<file path="config.mk">
export PLATFORM = sky130hd
export DESIGN_NAME = dfc_top
export DESIGN_NICKNAME = d
export VERILOG_FILES = /design/src/logic/dfc_pkg.sv /design/src/logic/dfc_top.sv
export SDC_FILE = /design/constraint.sdc
export NUM_CORES = 1
export LEC_CHECK = 0
export BUFFER_PORTS_ARGS = -buffer_cell sky130_fd_sc_hd__buf_2
export CAP_MARGIN = 10
export CORE_MARGIN = 8
export CORE_UTILIZATION = 50
export CTS_BUF_LIST = sky130_fd_sc_hd__clkbuf_16
export DETAILED_ROUTE_END_ITERATION = 6
export GPL_TIMING_DRIVEN = 0
export PLACE_DENSITY_LB_ADDON = 0.25
export SLEW_MARGIN = 0
export SYNTH_ARGS = -nofsm -noshare
export SYNTH_HDL_FRONTEND = slang
export SYNTH_SLANG_ARGS = --single-unit
</file>
<file path="constraint.sdc">
create_clock -name clk_sys_in -period 7.05 [get_ports clk_sys_in]
set_clock_uncertainty 0.2 [all_clocks]
set_input_delay 0.705 -clock clk_sys_in [delete_from_list [all_inputs] [get_ports clk_sys_in]]
set_output_delay 0.705 -clock clk_sys_in [all_outputs]
set_load 0.01 [all_outputs]
</file>
<file path="src/logic/dfc_pkg.sv">
// constants for the downconverter and frame configuration block
`default_nettype none
package dfc_pkg;
    localparam int        DFC_AW       = 12;
    localparam int        DFC_SW       = 14;
    localparam int        DFC_OW       = 18;
    localparam int        DFC_WW       = DFC_OW + 1;
    // register indices, byte address is four times the index
    localparam bit [7:0]  IDX_PAT_LO   = 8'h20;
    localparam bit [7:0]  IDX_PAT_MID  = 8'h21;
    localparam bit [7:0]  IDX_PAT_HI   = 8'h22;
    localparam bit [7:0]  IDX_FEAT     = 8'h24;
    localparam bit [7:0]  IDX_DEC      = 8'h25;
    localparam bit [7:0]  IDX_MIX      = 8'h26;
    // writable bits, reserved bits store and read zero
    localparam bit [7:0]  PATHI_WMASK  = 8'h0f;
    localparam bit [7:0]  FEAT_WMASK   = 8'h1e;
    localparam bit [7:0]  DEC_WMASK    = 8'hf9;
    localparam bit [7:0]  MIX_WMASK    = 8'hff;
    localparam bit [7:0]  RST_BYTE     = 8'h00;
    localparam bit [19:0] RST_PAT      = 20'h00000;
    // feature path control fields
    localparam int        FEAT_ROUTE_L = 3;
    localparam int        FEAT_PATH    = 2;
    localparam int        FEAT_DEC_EN  = 1;
    localparam bit [1:0]  ROUTE_A_ONLY = 2'h0;
    localparam bit [1:0]  ROUTE_A_B    = 2'h1;
    // decimation control fields
    localparam int        DEC_ROUTE_EN = 7;
    localparam int        DEC_RATIO_L  = 4;
    localparam int        DEC_REAL     = 3;
    localparam int        DEC_PHASE    = 0;
    localparam bit [2:0]  RATIO_BYPASS = 3'h0;
    localparam bit [2:0]  RATIO_MAX    = 3'h5;
    // mixer control fields
    localparam int        MIX_GAIN_A_L = 6;
    localparam int        MIX_RELOAD_A = 5;
    localparam int        MIX_QRM_A    = 4;
    localparam int        MIX_GAIN_B_L = 2;
    localparam int        MIX_RELOAD_B = 1;
    localparam int        MIX_QRM_B    = 0;
    localparam bit [1:0]  GAIN_0DB     = 2'h0;
    localparam bit [1:0]  GAIN_3DB     = 2'h1;
    localparam bit [1:0]  GAIN_6DB     = 2'h2;
    // output resolution codes and their automatic frame patterns
    localparam bit [1:0]  RES_14       = 2'h0;
    localparam bit [1:0]  RES_16       = 2'h1;
    localparam bit [1:0]  RES_18       = 2'h2;
    localparam bit [1:0]  RES_20       = 2'h3;
    localparam bit [19:0] AUTO_PAT_14  = 20'hfe000;
    localparam bit [19:0] AUTO_PAT_16  = 20'hff000;
    localparam bit [19:0] AUTO_PAT_18  = 20'hff800;
    localparam bit [19:0] AUTO_PAT_20  = 20'hffc00;
endpackage
`default_nettype wire

</file>
<file path="src/logic/dfc_top.sv">
// register file, routing and decimating sample path of the downconverter block
//////////////////////////////////////////////////////////////////////////////
// Summary of operation
// - 20-bit frame duty pattern in three byte registers, low byte first, RW
// - decimation bypassed: frame pattern chosen automatically from output resolution
// - route 00 feeds downconverter A only, 01 feeds A and B
// - routing field acts only while route enable bit is set
// - feature path bit clear bypasses feature block, set passes through
// - one decimator enable bit switches filtering for both channels
// - ratio 000 no decimation, 001..101 decimate by 2..32
// - real bit selects low-pass only, clear selects complex decimation
// - phase bit inverts the oscillator phase used for mixing
// - per-channel gain code adds 0, 3 or 6 dB after mixer
// - toggling a restart bit restarts that channel; bit not self-clearing
//////////////////////////////////////////////////////////////////////////////
//
// The APB register port was left to the implementer.
`timescale 1ns/1ps
`default_nettype none
module dfc_top (
    // clock and reset
    input  wire logic                      clk_sys_in,
    input  wire logic                      rst_b_in,
    // apb slave
    input  wire logic                      psel_in,
    input  wire logic                      penable_in,
    input  wire logic                      pwrite_in,
    input  wire logic [dfc_pkg::DFC_AW-1:0] paddr_in,
    input  wire logic [31:0]               pwdata_in,
    input  wire logic [3:0]                pstrb_in,
    output logic                           pready_out,
    output logic      [31:0]               prdata_out,
    output logic                           pslverr_out,
    // converter channel a samples
    input  wire logic [dfc_pkg::DFC_SW-1:0] sample_in,
    input  wire logic                      sample_valid_in,
    output logic                           sample_ready_out,
    input  wire logic [1:0]                resolution_in,
    // processed sample stream
    output logic      [dfc_pkg::DFC_WW-1:0] word_out,
    output logic                           word_valid_out,
    input  wire logic                      word_ready_in,
    // configuration seen by the serializer and mixers
    output logic      [19:0]               frame_duty_pattern_out,
    output logic                           route_to_b_out,
    output logic                           decimator_enable_out,
    output logic      [2:0]                ratio_out,
    output logic                           real_mode_out,
    output logic                           phase_invert_out,
    output logic      [1:0]                gain_a_out,
    output logic      [1:0]                gain_b_out,
    output logic                           quarter_rate_mix_a_out,
    output logic                           quarter_rate_mix_b_out,
    output logic                           mixer_restart_a_out,
    output logic                           mixer_restart_b_out
);
    import dfc_pkg::*;

    function automatic logic [4:0] dfc_ratio_mask(input logic [2:0] r);
        logic [4:0] m;
        m = 5'h00;
        if (r <= RATIO_MAX && r != RATIO_BYPASS) begin
            m = 5'((6'h01 << r) - 6'h01);
        end
        return m;
    endfunction

    function automatic logic [19:0] dfc_auto_pattern(input logic [1:0] res);
        logic [19:0] p;
        p = AUTO_PAT_20;
        if (res == RES_14) begin
            p = AUTO_PAT_14;
        end else if (res == RES_16) begin
            p = AUTO_PAT_16;
        end else if (res == RES_18) begin
            p = AUTO_PAT_18;
        end
        return p;
    endfunction

    //////////////////////////////////////////////////////////////////////////
    // register bus
    logic [19:0] pat;
    logic [7:0]  feat;
    logic [7:0]  dec;
    logic [7:0]  mix;
    logic [7:0]  mix_prev;

    wire       [7:0] bus_idx   = paddr_in[9:2];
    wire             bus_align = (paddr_in[1:0] == 2'h0) && (paddr_in[DFC_AW-1:10] == '0);
    wire             setup     = psel_in && !penable_in;
    wire             wr_fire   = psel_in && penable_in && pready_out && pwrite_in && pstrb_in[0];
    wire       [7:0] wbyte     = pwdata_in[7:0];
    logic            mapped;
    logic      [7:0] rd_byte;

    always_comb begin
        mapped  = bus_align;
        rd_byte = RST_BYTE;
        if (bus_idx == IDX_PAT_LO) begin
            rd_byte = pat[7:0];
        end else if (bus_idx == IDX_PAT_MID) begin
            rd_byte = pat[15:8];
        end else if (bus_idx == IDX_PAT_HI) begin
            rd_byte = {4'h0, pat[19:16]};
        end else if (bus_idx == IDX_FEAT) begin
            rd_byte = feat;
        end else if (bus_idx == IDX_DEC) begin
            rd_byte = dec;
        end else if (bus_idx == IDX_MIX) begin
            rd_byte = mix;
        end else begin
            mapped = 1'b0;
        end
    end

    // zero wait states: the answer is ready in the first access cycle
    always_ff @(posedge clk_sys_in) begin
        if (!rst_b_in) begin
            pready_out  <= 1'b0;
            prdata_out  <= 32'h00000000;
            pslverr_out <= 1'b0;
        end else begin
            pready_out  <= setup;
            pslverr_out <= setup && !mapped;
            if (setup) begin
                prdata_out <= mapped ? {24'h000000, rd_byte} : 32'h00000000;
            end
        end
    end

    wire wr_ok = wr_fire && mapped;

    always_ff @(posedge clk_sys_in) begin
        if (!rst_b_in) begin
            pat  <= RST_PAT;
            feat <= RST_BYTE;
            dec  <= RST_BYTE;
            mix  <= RST_BYTE;
        end else if (wr_ok) begin
            if (bus_idx == IDX_PAT_LO) begin
                pat[7:0] <= wbyte;
            end else if (bus_idx == IDX_PAT_MID) begin
                pat[15:8] <= wbyte;
            end else if (bus_idx == IDX_PAT_HI) begin
                pat[19:16] <= wbyte[3:0] & PATHI_WMASK[3:0];
            end else if (bus_idx == IDX_FEAT) begin
                feat <= wbyte & FEAT_WMASK;
            end else if (bus_idx == IDX_DEC) begin
                dec <= wbyte & DEC_WMASK;
            end else if (bus_idx == IDX_MIX) begin
                mix <= wbyte & MIX_WMASK;
            end
        end
    end

    //////////////////////////////////////////////////////////////////////////
    // configuration decode
    wire [1:0] route_sel  = feat[FEAT_ROUTE_L+1:FEAT_ROUTE_L];
    wire       path_on    = feat[FEAT_PATH];
    wire       dec_en     = feat[FEAT_DEC_EN];
    wire [2:0] ratio      = dec[DEC_RATIO_L+2:DEC_RATIO_L];
    wire       real_mode  = dec[DEC_REAL];
    // unused route codes feed channel a only
    wire       next_route_b = dec[DEC_ROUTE_EN] && (route_sel == ROUTE_A_B);
    wire       dec_active = path_on && dec_en;
    wire       bypassed   = !dec_active || (dfc_ratio_mask(ratio) == 5'h00);
    wire [19:0] next_pattern = bypassed ? dfc_auto_pattern(resolution_in) : pat;

    always_ff @(posedge clk_sys_in) begin
        if (!rst_b_in) begin
            frame_duty_pattern_out <= RST_PAT;
            route_to_b_out         <= 1'b0;
            decimator_enable_out   <= 1'b0;
            ratio_out              <= RATIO_BYPASS;
            real_mode_out          <= 1'b0;
            phase_invert_out       <= 1'b0;
            gain_a_out             <= GAIN_0DB;
            gain_b_out             <= GAIN_0DB;
            quarter_rate_mix_a_out <= 1'b0;
            quarter_rate_mix_b_out <= 1'b0;
        end else begin
            frame_duty_pattern_out <= next_pattern;
            route_to_b_out         <= next_route_b;
            decimator_enable_out   <= dec_active;
            ratio_out              <= ratio;
            real_mode_out          <= real_mode;
            phase_invert_out       <= dec[DEC_PHASE];
            gain_a_out             <= mix[MIX_GAIN_A_L+1:MIX_GAIN_A_L];
            gain_b_out             <= mix[MIX_GAIN_B_L+1:MIX_GAIN_B_L];
            quarter_rate_mix_a_out <= mix[MIX_QRM_A];
            quarter_rate_mix_b_out <= mix[MIX_QRM_B];
        end
    end

    // a restart is any change of the stored bit, either direction
    always_ff @(posedge clk_sys_in) begin
        if (!rst_b_in) begin
            mix_prev            <= RST_BYTE;
            mixer_restart_a_out <= 1'b0;
            mixer_restart_b_out <= 1'b0;
        end else begin
            mix_prev            <= mix;
            mixer_restart_a_out <= mix[MIX_RELOAD_A] ^ mix_prev[MIX_RELOAD_A];
            mixer_restart_b_out <= mix[MIX_RELOAD_B] ^ mix_prev[MIX_RELOAD_B];
        end
    end

    //////////////////////////////////////////////////////////////////////////
    // sample path
    logic [4:0] keep_cnt;
    wire        accept = sample_valid_in && sample_ready_out;
    wire  [4:0] keep_mask = dfc_ratio_mask(ratio);
    wire        keep   = !dec_active || (keep_cnt == keep_mask);
    wire        push   = accept && keep;

    // gain only compensates mixing loss, so it applies in complex mode only;
    // 3 dB is approximated as 1.375 to stay with shifts and adds
    wire signed [DFC_OW-1:0] raw  = DFC_OW'(signed'(sample_in));
    wire        [1:0]        gsel = mix[MIX_GAIN_A_L+1:MIX_GAIN_A_L];
    wire signed [DFC_OW-1:0] g3   = raw + (raw >>> 2) + (raw >>> 3);
    wire signed [DFC_OW-1:0] g6   = raw <<< 1;
    wire signed [DFC_OW-1:0] gained = (gsel == GAIN_3DB) ? g3 :
                                      (gsel == GAIN_6DB) ? g6 : raw;
    wire signed [DFC_OW-1:0] proc = (dec_active && !real_mode) ? gained : raw;
    wire        [DFC_WW-1:0] word = {next_route_b, proc};

    always_ff @(posedge clk_sys_in) begin
        if (!rst_b_in) begin
            keep_cnt <= 5'h00;
        end else if (!dec_active) begin
            keep_cnt <= 5'h00;
        end else if (accept) begin
            keep_cnt <= keep ? 5'h00 : 5'(keep_cnt + 5'h01);
        end
    end

    // two-entry skid buffer: output stage plus one spare
    logic [DFC_WW-1:0] spare;
    logic              spare_valid;
    wire               out_load = !word_valid_out || word_ready_in;
    wire               next_spare_valid = out_load ? 1'b0 : (spare_valid || push);

    always_ff @(posedge clk_sys_in) begin
        if (!rst_b_in) begin
            word_out         <= '0;
            word_valid_out   <= 1'b0;
            spare            <= '0;
            spare_valid      <= 1'b0;
            sample_ready_out <= 1'b0;
        end else begin
            spare_valid      <= next_spare_valid;
            sample_ready_out <= !next_spare_valid;
            if (out_load) begin
                if (spare_valid) begin
                    word_out       <= spare;
                    word_valid_out <= 1'b1;
                end else begin
                    word_out       <= word;
                    word_valid_out <= push;
                end
            end else if (push) begin
                spare <= word;
            end
        end
    end

    //////////////////////////////////////////////////////////////////////////
    // checks
    a_pattern_auto: assert property (@(posedge clk_sys_in) disable iff (!rst_b_in)
        // the edge that releases reset still loads the reset pattern
        rst_b_in && bypassed |=> frame_duty_pattern_out == dfc_auto_pattern($past(resolution_in)))
        else $error("frame pattern not automatic in bypass");

    a_pattern_prog: assert property (@(posedge clk_sys_in) disable iff (!rst_b_in)
        !bypassed |=> frame_duty_pattern_out == $past(pat))
        else $error("frame pattern not the programmed one");

    a_pattern_write: assert property (@(posedge clk_sys_in) disable iff (!rst_b_in)
        wr_ok && bus_idx == IDX_PAT_MID |=> pat[15:8] == $past(wbyte))
        else $error("pattern middle byte not written");

    a_route_gate: assert property (@(posedge clk_sys_in) disable iff (!rst_b_in)
        !dec[DEC_ROUTE_EN] |=> !route_to_b_out)
        else $error("route to b while routing disabled");

    a_route_both: assert property (@(posedge clk_sys_in) disable iff (!rst_b_in)
        dec[DEC_ROUTE_EN] && route_sel == ROUTE_A_B |=> route_to_b_out)
        else $error("route code 01 did not reach b");

    a_bypass_raw: assert property (@(posedge clk_sys_in) disable iff (!rst_b_in)
        !path_on && push && out_load && !spare_valid |=> word_out[DFC_OW-1:0] == $past(raw))
        else $error("bypassed sample altered");

    a_dec_enable: assert property (@(posedge clk_sys_in) disable iff (!rst_b_in)
        decimator_enable_out |-> $past(path_on) && $past(dec_en))
        else $error("decimator on without enable");

    a_ratio_two: assert property (@(posedge clk_sys_in) disable iff (!rst_b_in)
        dec_active && ratio == 3'h1 && accept && keep |-> ##1 !(accept && keep))
        else $error("decimate by two kept consecutive samples");

    a_real_nogain: assert property (@(posedge clk_sys_in) disable iff (!rst_b_in)
        real_mode && push && out_load && !spare_valid |=> word_out[DFC_OW-1:0] == $past(raw))
        else $error("gain applied in real mode");

    a_restart_pulse: assert property (@(posedge clk_sys_in) disable iff (!rst_b_in)
        $changed(mix[MIX_RELOAD_A]) |=> mixer_restart_a_out ##1 !mixer_restart_a_out || $changed(mix[MIX_RELOAD_A]))
        else $error("restart a not a single pulse");

    a_phase_follow: assert property (@(posedge clk_sys_in) disable iff (!rst_b_in)
        ##1 phase_invert_out == $past(dec[DEC_PHASE]))
        else $error("phase invert does not follow register");

    a_buffer_hold: assert property (@(posedge clk_sys_in) disable iff (!rst_b_in)
        word_valid_out && !word_ready_in |=> word_valid_out && $stable(word_out))
        else $error("stalled word changed");
endmodule
`default_nettype wire

</file>
# Yosys cells after proc, flatten, opt, wreduce, memory -nomap -nowiden

Index checks and enable logic that the tools add are counted.

Order comparisons: 1
$add $sub $neg: 4
Equal/unequal tests: 12
Multiplexer cells: 25
Div/mod/pow operators: 0
Bitwise operators: 8
Multiply operators: 0
Shift-type cells: 1
Reduce and logical (&&, ||, !) cells: 37

Operator list:

| kind                                                             | number |
|---|---|
| 8-bit 2-to-1 mux                                                 | 7 |
| 8-bit by 6-bit == test with 1-bit output (second input constant) | 6 |
| 18-bit 2-to-1 mux                                                | 2 |
| 20-bit 2-to-1 mux                                                | 1 |
| 19-bit 2-to-1 mux                                                | 1 |
| 15-bit by 11-bit adder with 16-bit output                        | 1 |
| 14-bit by 12-bit adder with 15-bit output                        | 1 |
| 1-bit logical AND                                                | 14 |
| 14-bit 2-to-1 mux                                                | 1 |
| 13-bit 2-to-1 mux                                                | 1 |
| 12-bit 2-to-1 mux                                                | 1 |
| 11-bit 2-to-1 mux                                                | 1 |
| 5-bit 2-to-1 mux                                                 | 2 |
| 1-bit 2-to-1 mux                                                 | 8 |
| 7-bit AND reduction                                              | 1 |
| 2-bit by 1-bit == test with 1-bit output (second input constant) | 3 |
| 1-bit logical NOT                                                | 6 |
| 2-bit logical NOT                                                | 3 |
| 1-bit inverter                                                   | 6 |
| 2-bit AND reduction                                              | 3 |
| 6-bit AND reduction                                              | 1 |
| 5-bit by 1-bit adder with 5-bit output (second input constant)   | 1 |
| 5-bit == test                                                    | 1 |
| 5-bit logical NOT                                                | 1 |
| 10 further kinds                                                 | 15 |

Output and inout port bits: 90
Memories kept: 0
Logic and storage cells: 116
Input bits: 71
RAM bits: 0
Memory bits (read-only): 0
Register bits: 159
Bits in latches: 0

# Logic depth before layout (Yosys ltp)

Gate-level depths: netlist of run 1.

Depth in word-level cells: 10
Gate-level depth with buffers: 12

# Worst setup path before layout of run 1

OpenSTA, ideal clock, no wires.

Path type: input port to flip-flop
From: input sample_in[1] (netlist name)
To: register word_out[17] (netlist name)
Required time: 6.749 ns
Slack: 3.636 ns
Arrival: 3.113 ns
Stages: 10
Cell sequence: fa_1 ha_1 inv_1 fa_1 nand2b_1 a211oi_1 or4_1 nand3_1 xnor2_1 o41ai_1

Cells in the longest elaborated chain, start to end: 5

RTL lines:

| item                                      | RTL line       | source |
|---|---|---|
| from (decl)                               | dfc_top.sv:35  | `input wire logic [dfc_pkg::DFC_SW-1:0] sample_in,` |
| 14-bit by 12-bit adder with 15-bit output | dfc_top.sv:221 | `wire signed [DFC_OW-1:0] g3 = raw + (raw >>> 2) + (raw >>> 3);` |
| 15-bit by 11-bit adder with 16-bit output | dfc_top.sv:221 |  |
| 18-bit 2-to-1 mux                         | dfc_top.sv:223 | `wire signed [DFC_OW-1:0] gained = (gsel == GAIN_3DB) ? g3 :` |
| 18-bit 2-to-1 mux                         | dfc_top.sv:225 | `wire signed [DFC_OW-1:0] proc = (dec_active && !real_mode) ? gained : raw;` |
| 19-bit 2-to-1 mux                         | dfc_top.sv:255 | `if (spare_valid) begin` |
| to (signal assigned)                      | dfc_top.sv:256 | `word_out <= spare;` |
| to (signal assigned)                      | dfc_top.sv:259 | `word_out <= word;` |
| to (decl)                                 | dfc_top.sv:40  | `output logic [dfc_pkg::DFC_WW-1:0] word_out,` |

No other way between the ends.
A chain may end at the register's enable or synchronous reset.

# Worst setup path in the final report of run 1

From: input sample_in[1] (netlist name)
To: register spare[9]

Cells in the longest elaborated chain, start to end: 4

RTL lines:

| item                                      | RTL line       | source |
|---|---|---|
| 14-bit by 12-bit adder with 15-bit output | dfc_top.sv:221 |  |
| 15-bit by 11-bit adder with 16-bit output | dfc_top.sv:221 |  |
| 18-bit 2-to-1 mux                         | dfc_top.sv:223 |  |
| 18-bit 2-to-1 mux                         | dfc_top.sv:225 |  |
| to (signal assigned)                      | dfc_top.sv:263 | `spare <= word;` |
| to (decl)                                 | dfc_top.sv:239 | `logic [DFC_WW-1:0] spare;` |

No other way between the ends.

==> metrics.txt, run 1 <==
final non-filler cell total=1130; power per cell area=223 nW/um^2; CTS tree=yes; sequential area share after synthesis=37.5%; post-layout instance area=8190 sq um; Die Ht=132 um; critical path class=input port to flip-flop; CTS Hold Buffers Added=0; number of buffers added on ports=108; syn_area_per_cell=8.56 sq um; Synth cell types=67; Worst Tran Pin Value=0.978 ns; final wirelength=20.4 mm; gate count of the mapped netlist=793; layout cell share with drive strength beyond 1=18.6%; Detailed Place HPWL=15.0 mm; Syn. warnings=0; setup violators final=0; Rel. slew slack=34.8%; fillers=1210; site row count=42; Starting Density=51.2%; Via density=5.66; antenna viol nets, final=0; Hold WS=0.248 ns; overall global routing resource usage=22.7%; CP Max Fanout=7; clock tree buffer depth=2; setup_tns=0 ns; CTS resizes=0; VDD IR max=0.191 mV; initial antenna violation count=0; drt pass-1 iters=5; WP data arrival=3.73 ns; CTS buffer count=17; Hold Crit Class=flip-flop to flip-flop; Static Leak=3.34 nW; CTS H-Tree Depth=4; GP Congestion=0.935; DR vias=6392; RSZ-0062 raised after global routing=false; first-pass GRT wire length=31.9 mm; vias in the first global route=5937; Cell Area, Placed=7630 sq um; final total power=1.82 mW; post-CTS setup buffer count=0; Layout Nets=1040; status=finished clean; minimum clock period=3.57 ns; Synth Register Bits=127; CTS Sinks=127; max cap viols=0; clock root buffer=clkbuf_16; worst-skew pair later-pin latency=0.43 ns; Worst setup SP type=input port; DRT iter0 DRCs=821; Fin. Hold Viols=0; Post-route DRC=0; Final Cycle Share=50.7%; io pins=161; ys flop type=dfxtp_1; layout overhead on the synthesized area=20.7%; FMAX=280 MHz; register clock-pin slew on the reported worst setup and hold paths=0.05 ns; Max Slew Vio Count=0; DIE WIDTH=132 um; largest net degree at the start of global routing=17; Core Region=13200 sq um; Setup crit end kind=flip-flop; placed cell count=1100; asr flop ratio synth=0%; DR WL/cell=18.1 um; WP data required=7.20 ns; Post-synth EDFFs=0; total gr overflow=0; post-synthesis cell area=6790 sq um; die area=17600 sq um
stage by stage:
| stage | worst slack [ns] | util [%] |
|---|---|---|
| 2_1_floorplan | 3.64 | - |
| 3_3_place_gp | 3.14 | 57.6 |
| 3_5_place_dp | 3.10 | 57.6 |
| 4_1_cts | 3.53 | 61.8 |
| 5_1_grt | 3.31 | 61.8 |
| 6_report | 3.48 | 61.8 |
routing by layer:
layer	GRT usage (%)	wire length, um	part of all wire, %	vias up
li1	-	-	-	3089
met1	27.7	8440	41	2982
met2	37.0	9780	48	282
met3	6.02	1530	7.5	39
met4	10.0	661	3.2	0
met5	0	0	0	-
synth_stat cells (12+ instances only):
cell type  instances  share of area (%)
nand2_1           46                2.5
o21ai_0           42                3.1
o211ai_1          13                1.4
clkbuf_1          45                2.5
dfxtp_1          127                 37
buf_4             28                3.1
inv_1             18                1.0
ha_1              14                2.6
mux2i_1           47                6.9
nor2_1            94                5.2
fa_1              12                3.5
nor3_1            20                1.5
and2_1            26                2.4
nand3_1           18                1.3
a21oi_1           66                4.9
final cells by class:
cell class              instances  area, sq um  share of cell area [%]
clock inverters                12          129                    1.57
multi-input cells             590         3840                    46.9
well taps                     176          220                    2.69
repair buffers                108          541                    6.60
diodes                          1         2.50                  0.0306
clock buffers                  17          425                    5.19
flip-flops and latches        127         2540                    31.0
plain buffers                  80          418                    5.10
inverters                      19         71.3                   0.871
critical path: stages:
cell and delay, ns:
buf_2 0.14, fa_1 0.54, ha_1 0.18, inv_1 0.06, fa_1 0.39, nand2b_1 0.18
a211oi_1 0.64, nor4_1 0.12, nor3_1 0.47, nand4_1 0.15, a21oi_1 0.15
path summary, 6_finish.rpt:
check / start / to / slack, ns / cells past startpoint
setup / recovery: sample_in[1] / spare[9] / 3.48 / 11
hold / removal: word_out[7] / word_out[7] / 0.25 / 2
setup reg to reg: dec[5] / spare[17] / 3.64 / 10
hold reg to reg: word_out[7] / word_out[7] / 0.25 / 2
state kept, by name, indices dropped and copies added (netlist names), 2 cells and up:
| register | count |
|---|---|
| frame_duty_pattern_out | 20 |
| ratio_out | 3 |
| feat | 4 |
| keep_cnt | 5 |
| pat | 20 |
| dec | 6 |
| spare | 17 |
| word_out | 17 |
| gain_a_out | 2 |
| prdata_out | 8 |
| mix | 8 |
| mix_prev | 5 |
logic make-up after synthesis:
logic type               count (synthesis)  share of synthesized area (%)
multiplexers                            50                           7.60
buffers and inverters                   99                           7.21
AND/OR/NAND/NOR                        281                           21.9
flip-flops                             127                           37.5
other                                    1                         0.0553
AO/OA/AOI/OAI                          196                           18.0
adder cells (fa/ha/maj)                 26                           6.12
XOR/XNOR                                13                           1.68
report_power, final:
| part | internal (mW) | switching [mW] | total [mW] | leakage [nW] |
|---|---|---|---|---|
| clock | 0.539 | 0.307 | 0.846 | 0.279 |
| sequential | 0.730 | 0.00545 | 0.736 | 1.03 |
| combinational | 0.0897 | 0.152 | 0.242 | 2.03 |
cell usage in the layout (no fill, tap or decap), types with 17 or more instances in the layout:
cell type    n
buf_4       28
conb_1      24
nand3_1     18
o21ai_0     42
clkbuf_16   17
nand2_1     46
nor2_1      94
inv_1       19
and2_1      26
dfxtp_1    127
mux2i_1     47
buf_2      112
nor3_1      20
a21oi_1     66
clkbuf_1    45
Note: power is estimated with default switching activity, not from simulation.
==> run 2, diff against run 1 <==
--- a/config.mk
+++ b/config.mk
@@ -5,6 +5,7 @@
 export SDC_FILE = /design/constraint.sdc
 export NUM_CORES = 1
 export LEC_CHECK = 0
+export ABC_AREA = 1
 export BUFFER_PORTS_ARGS = -buffer_cell sky130_fd_sc_hd__buf_2
 export CAP_MARGIN = 10
 export CORE_MARGIN = 8
==> constraint.sdc (replaced) <==
create_clock -name clk_sys_in -period 3.75 [get_ports clk_sys_in]
set_clock_uncertainty 0.2 [all_clocks]
set_input_delay 0.375 -clock clk_sys_in [delete_from_list [all_inputs] [get_ports clk_sys_in]]
set_output_delay 0.375 -clock clk_sys_in [all_outputs]
set_load 0.01 [all_outputs]
==> metrics.txt, run 2 <==
Pint=2.79 mW (+110%); site row count=42 (unchanged); sequential area share after synthesis=37.1% (-0.32 points); Static Leak=4.35 nW (+30%); Synth Register Bits=127 (unchanged); Fin. Hold Viols=0 (unchanged); max cap viols=0 (unchanged); DRT iter0 DRCs=680 (-17%); switching power=0.928 mW (+100%); placed cell count=1330 (+21%); status=finished clean; post-synthesis adder-cell area fraction=6.07% (-0.053 points); Yosys top cell area share=37.1% (-0.32 points); gate count of the mapped netlist=1022 (+29%); Synth cell types=40 (-40%); # diodes=0 (-1); largest area contributor in the netlist=dfxtp_1; setup_tns=0 ns (unchanged); synth cell count leaders=238 x nand2_1, 157 x inv_1, 155 x nor2_1, 127 x dfxtp_1, 75 x a21oi_1; Top cell by count, worst path=inv_1; Reg power frac=37.3% (-3.1 points); largest cells by area after synthesis=dfxtp_1 37%, nand2_1 13%, inv_1 8.6%; critical path class=input port to flip-flop; CP Max Fanout=4 (-3); register-to-register setup slack=1.14 ns (-2.50 ns); DR WL/cell=14.4 um (-20%); asr flop ratio synth=0% (unchanged); Largest regs=frame_duty_pattern_out (20), pat (20); hold depth=3 (+1); Core Util, Final=62.9% (+1.1 points); DIE WIDTH=133 um (+0.38%); Comb pwr share=12.9% (-0.4 points); Setup crit end kind=flip-flop; VDD IR max=0.271 mV (+42%); count leader, synth=nand2_1; reg-to-reg endpoint=spare[12]; layout overhead on the synthesized area=22.2%; delay of the slowest cell on the worst path=0.39 ns (-0.25 ns); r2r startpoint=dec[4]; Syn. warnings=0 (unchanged); largest net degree at the start of global routing=17 (unchanged); clock root buffer=clkbuf_16; Cell Area, Placed=7700 sq um (+0.84%); Core Region=13300 sq um (+0.40%); post-CTS setup buffer count=0 (unchanged); drt pass-1 iters=5 (unchanged); power per cell area=445 nW/um^2 (+100%); Via density=5.00 (-12%); Layout Nets=1270 (+22%); layout cell share with drive strength beyond 1=16.4% (-2.2 points); commonest non-fill, non-tap cells in the layout=238 x nand2_1, 158 x inv_1, 155 x nor2_1; Crit path buffers/inverters=5 (+3); total gr overflow=0 (unchanged); Worst Tran Pin Value=0.666 ns (-0.312 ns); largest family of logic cells by synthesized area=simple AND/OR/NAND/NOR gates; part of the power in the clock network=49.8% (+3.4 points); syn_area_per_cell=6.70 sq um (-22%); CP Depth=16 (+5); io pins=161 (unchanged); setup violators final=0 (unchanged); clock tree buffer depth=2 (unchanged); die area=17700 sq um (+0.76%); CP Cell Sequence=buf_2 > inv_1 > fa_1 > inv_1 > ha_1 > inv_1 > fa_1 > inv_1 > nand3_1 > nand2_1 > nand2_1 > nand4_1 > nand3_1 > a21oi_1 > nand2_1 > a21oi_1; Post-synth EDFFs=0 (unchanged); Synth Area in XOR/XNOR=1.02% (-0.65 points); commonest non-fill, non-tap cell in the layout=nand2_1; CP max stage cell=fa_1; GP Congestion=0.938 (+0.33%); Worst setup SP type=input port; crit path to=word_out[9]; first-pass GRT wire length=31.3 mm (-1.8%); Final Cycle Share=71.4%; number of buffers added on ports=109 (+0.93%); FMAX=374 MHz; CTS buffer count=17 (unchanged); final non-filler cell total=1362 (+21%); worst-skew pair later-pin latency=0.42 ns (about the same); post-synthesis cell area=6840 sq um (+0.87%); WP data required=3.89 ns (-3.31 ns); minimum clock period=2.68 ns; Rel. slew slack=55.6% (+21 points); Max Slew Vio Count=0 (unchanged); cell family with most CP delay=adder cells; RSZ-0062 raised after global routing=false; Die Ht=133 um (+0.38%); antenna viol nets, final=0 (unchanged); ys flop type=dfxtp_1; simple-gate share of the synthesized area=27.6% (+5.8 points); CP Launch Point=sample_in[3]; Detailed Place HPWL=15.0 mm (about the same); switching part of the total power=24.9% (-0.52 points); post-layout instance area=8360 sq um (+2.1%); Post-route DRC=0 (unchanged); proportion of synthesized area in mux cells=0% (-7.6 points); CTS tree=yes; R2R depth=17 (+7); Compound-Gate Fraction of Synth Area=13.7% (-4.2 points); overall global routing resource usage=21.8% (-0.99 points); CTS H-Tree Depth=4 (unchanged); CTS Sinks=127 (unchanged); final wirelength=19.6 mm (-3.8%); DR vias=6809 (+6.5%); CTS Hold Buffers Added=0 (unchanged); fillers=1247 (+3.1%); vias in the first global route=6292 (+6.0%); Starting Density=51.5% (+0.24 points); WP data arrival=2.82 ns (-0.91 ns); initial antenna violation count=0 (unchanged); register clock-pin slew on the reported worst setup and hold paths=0.06 ns (about the same); Hold Crit Class=input port to flip-flop; CTS resizes=0 (unchanged); final total power=3.72 mW (+100%)
==> run 2: cell types whose count changed after synthesis, moves of 16 or more <==
cell      before  now
and2_1        26    2
clkbuf_1      45   22
inv_1         18  157
mux2i_1       47    0
nand2_1       46  238
nand3_1       18   39
nor2_1        94  155
nor3_1        20    4
o21ai_0       42   71
==> run 2: final cells by class <==
class / instances / area, sq um / area share [%]
buffer: 59 / 369 / 4.41
clock buffer: 17 / 425 / 5.09
clock inverter: 15 / 243 / 2.90
inverter: 163 / 612 / 7.31
multi-input combinational: 696 / 3410 / 40.7
sequential: 127 / 2540 / 30.4
tap: 176 / 220 / 2.63
timing repair buffer: 109 / 546 / 6.52
==> run 2: cells by family after synthesis <==
logic type	after synthesis
buffers and inverters	222
other	1
adder cells (fa/ha/maj)	26
AO/OA/AOI/OAI	175
XOR/XNOR	8
AND/OR/NAND/NOR	463
flip-flops	127
==> run 2: through the flow <==
step                hold slack (ns)  setup WS, ns
floorplan                     0.207          1.17
global placement              0.223         0.693
detailed placement            0.229         0.674
CTS                          0.0163          1.08
global route                 0.0419         0.775
finish                       0.0320          1.07
==> run 2: power by group through the flow <==
| stage | Clock [mW] | Combinational (mW) | Sequential, mW |
|---|---|---|---|
| 2_1_floorplan | 0 | 0.314 | 1.42 |
| 3_3_place_gp | 0 | 0.463 | 1.41 |
| 3_5_place_dp | 0 | 0.472 | 1.41 |
| 4_1_cts | 1.86 | 0.475 | 1.39 |
| 5_1_grt | 1.93 | 0.548 | 1.39 |
| 6_report | 1.85 | 0.481 | 1.39 |
==> run 2: metal layers <==
| layer | routed length [um] | track usage [%] | vias to the layer above |
|---|---|---|---|
| li1 | - | - | 3449 |
| met3 | 1730 | 7.08 | 25 |
| met5 | 0 | 0 | - |
| met1 | 9120 | 28.6 | 3087 |
| met2 | 8570 | 33.5 | 248 |
| met4 | 216 | 5.74 | 0 |
==> run 2: worst min path at each step <==
stage,start,to,slack [ns]
2_1_floorplan,mix[2],gain_b_out[0],0.21
3_3_place_gp,mix[4],mix_prev[4],0.22
3_5_place_dp,mix[4],mix_prev[4],0.23
4_1_cts,resolution_in[0],frame_duty_pattern_out[10],0.02
5_1_grt,resolution_in[0],frame_duty_pattern_out[10],0.04
6_report,resolution_in[0],frame_duty_pattern_out[10],0.03
==> run 2: worst register-to-register path, stage by stage, from the launching register on <==
cell and delay, ns:
dfxtp_1 0.37, nor2_2 0.24, nand2_2 0.12, ha_1 0.26, inv_1 0.09, nand2_1 0.06
nand2_1 0.11, nand2_1 0.06, nand2_1 0.06, nand2_1 0.05, nor2_1 0.09, nand2_1 0.08
nand2_2 0.15, nand3_2 0.10, buf_6 0.16, buf_6 0.14, nor2_1 0.11, nor2_1 0.06
